`src/design/cssr_pkg.sv`:
```
package cssr_pkg;

  localparam logic [15:0] CSSR_ADDR_ALARM_STATUS = 16'h0200;
  localparam logic [15:0] CSSR_ADDR_PLL_SEL_REF  = 16'h0205;
  localparam logic [15:0] CSSR_ADDR_GPI_LEVELS   = 16'h0219;
  localparam logic [15:0] CSSR_ADDR_BOOT_FAIL    = 16'h021e;
  localparam logic [15:0] CSSR_ADDR_EEP_STATUS   = 16'h021f;

  // Alarm status bit positions at the alarm status address.
  localparam int CSSR_ALARM_LOS0_BIT = 0;
  localparam int CSSR_ALARM_LOS1_BIT = 1;
  localparam int CSSR_ALARM_HOLD_BIT = 4;
  localparam int CSSR_ALARM_LOL_BIT  = 6;

  // Field positions inside the status bytes.
  localparam int CSSR_REF_CODE_LSB  = 0;
  localparam int CSSR_FB_LOST_BIT   = 4;
  localparam int CSSR_GPI_LSB       = 0;
  localparam int CSSR_INT_FLAG_BIT  = 0;
  localparam int CSSR_BOOT_FAIL_BIT = 4;
  localparam int CSSR_LOAD_DONE_BIT = 0;
  localparam int CSSR_CRC_OK_BIT    = 3;

  localparam logic [7:0] CSSR_ALARM_MASK  = 8'h53;
  localparam logic [7:0] CSSR_RDATA_RESET = 8'h00;

  typedef struct packed {
    logic [2:0] selected_reference_code;
    logic       feedback_signal_lost;
    logic [3:0] gpi_is_input;
    logic [7:0] alarm_event;
    logic [7:0] alarm_enable;
    logic       eeprom_read_fail;
    logic       eeprom_read_done;
    logic       eeprom_crc_fail;
  } cssr_core_status_s;

endpackage

```
`src/design/cssr_status_regs.sv`:
```
`timescale 1ns/1ps
`default_nettype none
module cssr_status_regs
  import cssr_pkg::*;
(
  input  wire logic              i_clock,
  input  wire logic              i_rst,
  input  wire logic [15:0]       i_reg_addr,
  input  wire logic              i_reg_rd,
  input  wire logic              i_reg_wr,
  input  wire logic [7:0]        i_reg_wdata,
  input  wire cssr_core_status_s i_core,
  input  wire logic [3:0]        i_general_input_pin,
  output logic      [7:0]        o_reg_rdata,
  output logic                   o_reg_rvalid,
  output logic                   o_port_locked,
  output logic                   o_alarm_request_pin_low_out,
  output logic                   o_alarm_request_pin_low_oe_n
);

  logic [3:0] gpi_s1_reg;
  logic [3:0] gpi_s2_reg;
  logic [3:0] gpi_s3_reg;
  logic [3:0] gpi_value_reg;
  logic [7:0] alarm_reg;
  logic [7:0] alarm_next;
  logic [7:0] alarm_clear;
  logic       int_flag_reg;
  logic       boot_fail_reg;
  logic       load_done_reg;
  logic       crc_ok_reg;
  logic [7:0] rdata_next;
  logic       alarm_pending;

  // Pins are asynchronous; a level counts once the second and third agree.
  always_ff @(posedge i_clock) begin
    if (i_rst) begin
      gpi_s1_reg    <= 4'h0;
      gpi_s2_reg    <= 4'h0;
      gpi_s3_reg    <= 4'h0;
      gpi_value_reg <= 4'h0;
    end else begin
      gpi_s1_reg <= i_general_input_pin;
      gpi_s2_reg <= gpi_s1_reg;
      gpi_s3_reg <= gpi_s2_reg;
      for (int i = 0; i < 4; i++) begin
        if (gpi_s2_reg[i] == gpi_s3_reg[i]) begin
          gpi_value_reg[i] <= gpi_s3_reg[i];
        end
      end
    end
  end

  // A locked port ignores writes, so clearing alarms is impossible then.
  assign alarm_clear = (i_reg_wr && !o_port_locked &&
                        i_reg_addr == CSSR_ADDR_ALARM_STATUS)
                       ? (i_reg_wdata & CSSR_ALARM_MASK) : 8'h00;
  // A new event wins over a clear in the same cycle.
  assign alarm_next  = (alarm_reg & ~alarm_clear)
                       | (i_core.alarm_event & CSSR_ALARM_MASK);

  // Set and enabled bits, shared by the flag, the pin and the checks.
  assign alarm_pending = |(alarm_reg & i_core.alarm_enable);

  always_ff @(posedge i_clock) begin
    if (i_rst) begin
      alarm_reg <= 8'h00;
    end else begin
      alarm_reg <= alarm_next;
    end
  end

  // Open drain: the pin is only ever pulled low, never driven high.
  always_ff @(posedge i_clock) begin
    if (i_rst) begin
      int_flag_reg                 <= 1'b0;
      o_alarm_request_pin_low_oe_n <= 1'b1;
      o_alarm_request_pin_low_out  <= 1'b0;
    end else begin
      int_flag_reg                 <= alarm_pending;
      o_alarm_request_pin_low_oe_n <= ~alarm_pending;
      o_alarm_request_pin_low_out  <= 1'b0;
    end
  end

  // Configuration load outcome; only a device reset returns these to their reset values.
  // The lock also shuts the alarm clear path, yet reads are still served.
  always_ff @(posedge i_clock) begin
    if (i_rst) begin
      boot_fail_reg <= 1'b0;
      load_done_reg <= 1'b0;
      crc_ok_reg    <= 1'b1;
      o_port_locked <= 1'b0;
    end else begin
      if (i_core.eeprom_read_fail) begin
        boot_fail_reg <= 1'b1;
      end
      if (i_core.eeprom_read_done) begin
        load_done_reg <= 1'b1;
      end
      if (i_core.eeprom_crc_fail) begin
        crc_ok_reg    <= 1'b0;
        o_port_locked <= 1'b1;
      end
    end
  end

  // Reserved bits read as zero; software must not rely on them.
  always_comb begin
    rdata_next = 8'h00;
    unique case (i_reg_addr)
      CSSR_ADDR_ALARM_STATUS: rdata_next = alarm_reg;
      CSSR_ADDR_PLL_SEL_REF: begin
        rdata_next[CSSR_REF_CODE_LSB +: 3] =
          i_core.selected_reference_code;
        rdata_next[CSSR_FB_LOST_BIT] =
          i_core.feedback_signal_lost;
      end
      CSSR_ADDR_GPI_LEVELS: begin
        rdata_next[CSSR_GPI_LSB +: 4] =
          gpi_value_reg & i_core.gpi_is_input;
      end
      CSSR_ADDR_BOOT_FAIL: begin
        rdata_next[CSSR_INT_FLAG_BIT]  = int_flag_reg;
        rdata_next[CSSR_BOOT_FAIL_BIT] = boot_fail_reg;
      end
      CSSR_ADDR_EEP_STATUS: begin
        rdata_next[CSSR_LOAD_DONE_BIT] = load_done_reg;
        rdata_next[CSSR_CRC_OK_BIT]    = crc_ok_reg;
      end
      default: rdata_next = 8'h00;
    endcase
  end

  // Data reads zero outside a read, so a stale byte never looks fresh.
  always_ff @(posedge i_clock) begin
    if (i_rst) begin
      o_reg_rdata  <= CSSR_RDATA_RESET;
      o_reg_rvalid <= 1'b0;
    end else begin
      o_reg_rvalid <= i_reg_rd;
      o_reg_rdata  <= i_reg_rd ? rdata_next : CSSR_RDATA_RESET;
    end
  end
endmodule
`default_nettype wire

```
`config.mk`:
```
export PLATFORM = sky130hd
export DESIGN_NAME = cssr_status_regs
export DESIGN_NICKNAME = d
export VERILOG_FILES = /design/src/design/cssr_pkg.sv /design/src/design/cssr_status_regs.sv
export SDC_FILE = /design/constraint.sdc
export NUM_CORES = 1
export LEC_CHECK = 0
export BUFFER_PORTS_ARGS = -buffer_cell sky130_fd_sc_hd__buf_2
export CELL_PAD_IN_SITES_DETAIL_PLACEMENT = 2
export CELL_PAD_IN_SITES_GLOBAL_PLACEMENT = 2
export CORE_MARGIN = 2
export CORE_UTILIZATION = 25
export CTS_CLUSTER_DIAMETER = 50
export DETAILED_ROUTE_END_ITERATION = 10
export PLACE_DENSITY = 0.92
export SLEW_MARGIN = 20
export SYNTH_ARGS = -nofsm -noshare
export SYNTH_HDL_FRONTEND = slang
export SYNTH_SLANG_ARGS = --single-unit
```
`constraint.sdc`:
```
create_clock -name i_clock -period 1.92 [get_ports i_clock]
set_input_delay 0 -clock i_clock [delete_from_list [all_inputs] [get_ports i_clock]]
set_output_delay 0 -clock i_clock [all_outputs]
set_load 0.02 [all_outputs]
```
==> summary.md <==
| Metric | Value |
|---|---|
| Clock Path Buffers | 2 |
| Post-synthesis mux area share | 0.00901 |
| Synth area leader | dfxtp_1 |
| Total Power | 1.37 mW |
| Crit path max-delay cell type | dlygate4sd3_1 |
| TritonCTS clock tree | built |
| GRT overflow | 0 |
| CP Data Arrival Time | 1.41 ns |
| I/O pin cnt | 71 |
| Root Buffer | clkbuf_8 |
| Register area | 661 um2 |
| Vias in the first global route | 1275 |
| WL per Instance | 13.9 um |
| Multi-input logic area | 541 um2 |
| Seq cells post-synth | 33 |
| Via count | 1184 |
| Outcome | finished, final reports clean |
| First-pass detailed-route iteration total | 4 |
| Clock sink total | 33 |
| HP Class | input port to flop |
| CTS resizes | 0 |
| Clock Latency Late Sink | 0.28 ns |
| DP Worst Slack | 0.732 ns |
| Tcrit/Tclk final | 0.629 |
| Yosys top cell area share | 0.529 |
| Max Cap Violations | 0 |
| Final Setup Violations | 0 |
| CP max stage delay | 0.53 ns |
| Startpoint class of the critical path | input port |
| Largest Register | o_reg_rdata |
| Core Rows | 25 |
| Critical path's top delay family | buffers and inverters |
| Clk_skew | 0.00542 ns |
| CP bufs+invs | 2 |
| Synth Warn # | 0 |
| Pleak | 0.761 nW |
| Postcts setup bufs | 0 |
| Synth unique cells | 29 |
| Cell Area, Synth | 1250 um2 |
| DRT iter0 DRCs | 34 |
| Initial Util | 0.261 |
| Final nets | 253 |
| P&R area growth vs syn | 41.4% |
| Max Fclk | 828 MHz |
| Placed instance area | 1580 um2 |
| CORE AREA | 4790 um2 |
| Clk slew on worst S/H paths | 0.07 ns |
| CP Capture Type | flop |
| Die height | 74.7 um |
| Largest net degree at the start of global routing | 26 |
| Final worst slack | 0.713 ns |
| Syn Area/Cell | 10.0 um2 |
| Post-synthesis compound-gate area fraction | 0.111 |
| Final instance area | 1770 um2 |
| Final setup TNS | 0 ns |
| Crit path max fanout | 6 |
| DPL Wire Length | 2.80 mm |
| Global-route wire length before repair | 5.86 mm |
| CTS Buf Count | 5 |
| Unrepaired setup endpoints after global routing | no |
| Synth Area in Simple Gates | 0.303 |
| Initial antenna violation count | 0 |
| Vias per cell | 4.52 |
| Min Tclk post-route | 1.21 ns |
| Crit-path cells | dlygate4sd3_1 > buf_2 > nor2b_1 > nand4_1 > a31oi_1 |
| Largest family of logic cells by synthesized area | simple AND/OR/NAND/NOR gates |
| Hold Vio Cnt, Final | 0 |
| Gr usage total | 0.144 |
| Register area share after synthesis | 0.529 |
| Ranking of synthesized cells by area | dfxtp_1, nor2b_1, a21oi_1, nor2_1, and4b_1 |
| Gp weighted congestion | 0.785 |
| Count of input and output buffers | 55 |
| WHS | 0.00760 ns |
| Fin. max-slew vios | 0 |
| Synth Area in XOR/XNOR | 0 |
| Synth Flop Type | dfxtp_1 |
| Worst IR Drop VDD | 0.303 mV |
| CTS Hold Bufs | 11 |
| Die W | 74.7 um |
| Final Routed Wirelength | 3.64 mm |
| Adder-cell share of the synthesized area | 0 |
| Diodes inserted | 0 |
| Asr flop ratio synth | 0 |
| Setup CP Type | input port to flop |
| Die area | 5580 um2 |
| Share of layout cells above drive strength 1 | 0.369 |
| Fillcell total | 558 |
| Antenna-violating nets left | 0 |
| Worst Path Required | 2.12 ns |
| Drt drc | 0 |
| PD cells | 777 nW/um2 |
| Largest register FFs | 6 |
| Post-Synthesis Cells | 125 |
| CTS H-Tree Depth | 2 |
| Count leader, synth | dfxtp_1 |
| Post-synth EDFFs | 0 |
| Commonest cells in the netlist | dfxtp_1, nor2b_1, nor2_1, a21oi_1, o21ai_0 |
## kinds of logic (layout without fill, tap and decap cells)
family	after synthesis	count (layout)
compound gates	24	24
buf+inv	9	77
flops	33	33
mux	1	1
other cells	1	3
simple gates	57	57
## per-layer routing
metal  vias to the layer above  global-route usage  routed length (um)
li1                        576                   -                   -
met1                       563               0.170                1510
met2                        45               0.249                1910
met3                         0              0.0442                 215
met4                         0              0.0476                   0
met5                         -                   0                   0
## layout make-up
class,instances,area share
Clock buffer,6,0.0410
Clock inverter,2,0.00566
Inverter,2,0.00425
Multi-Input combinational cell,85,0.306
Sequential cell,33,0.374
Tap cell,67,0.0474
Timing Repair Buffer,67,0.222
## layout by cell type (no fill, tap or decap), types with 2 or more instances in the layout
master         count
a211oi_1           4
a21oi_1            9
a22oi_1            2
and3_2             3
and4b_1            4
buf_2             55
clkbuf_8           5
clkinv_2           2
conb_1             3
dfxtp_1           33
dlygate4sd3_1     11
inv_1              2
nand2_1            5
nand3b_1           2
nand4_1            6
nor2_1            11
nor2b_1           13
nor3_1             2
nor3b_1            4
o21ai_0            7
## through the flow
step                      cells   util
final                       262  0.369
after detailed placement    243  0.329
after CTS                   262  0.369
after global routing        262  0.369
after global placement      243  0.329
after floorplan             127      -
## report_power, final
group	total (mW)	switching, mW	internal [mW]
logic	0.149	0.0702	0.0787
clock network	0.500	0.249	0.251
registers	0.726	0.0139	0.712
total	1.37	0.333	1.04
## tightest hold or removal path: cells and delay by family
family,cells,cell delay [ns]
buffers and inverters,1,0.11
and+or+nand+nor,1,0.08
AOI/OAI and AO/OA,1,0.05
## path summary, 6_finish.rpt
check                             startpoint                        end  slack, ns  cells after the start
setup / recovery                       i_rst  o_reg_rdata[0]$_SDFF_PP0_       0.71                      5
hold / removal                    i_core[22]  o_reg_rdata[3]$_SDFF_PP0_      0.008                      3
setup reg to reg  o_port_locked$_SDFFE_PP0P_    alarm_reg[4]$_SDFF_PP0_       0.71                      3
hold reg to reg     gpi_s1_reg[2]$_SDFF_PP0_   gpi_s2_reg[2]$_SDFF_PP0_       0.44                      1
(Power assumes the default switching activity.)
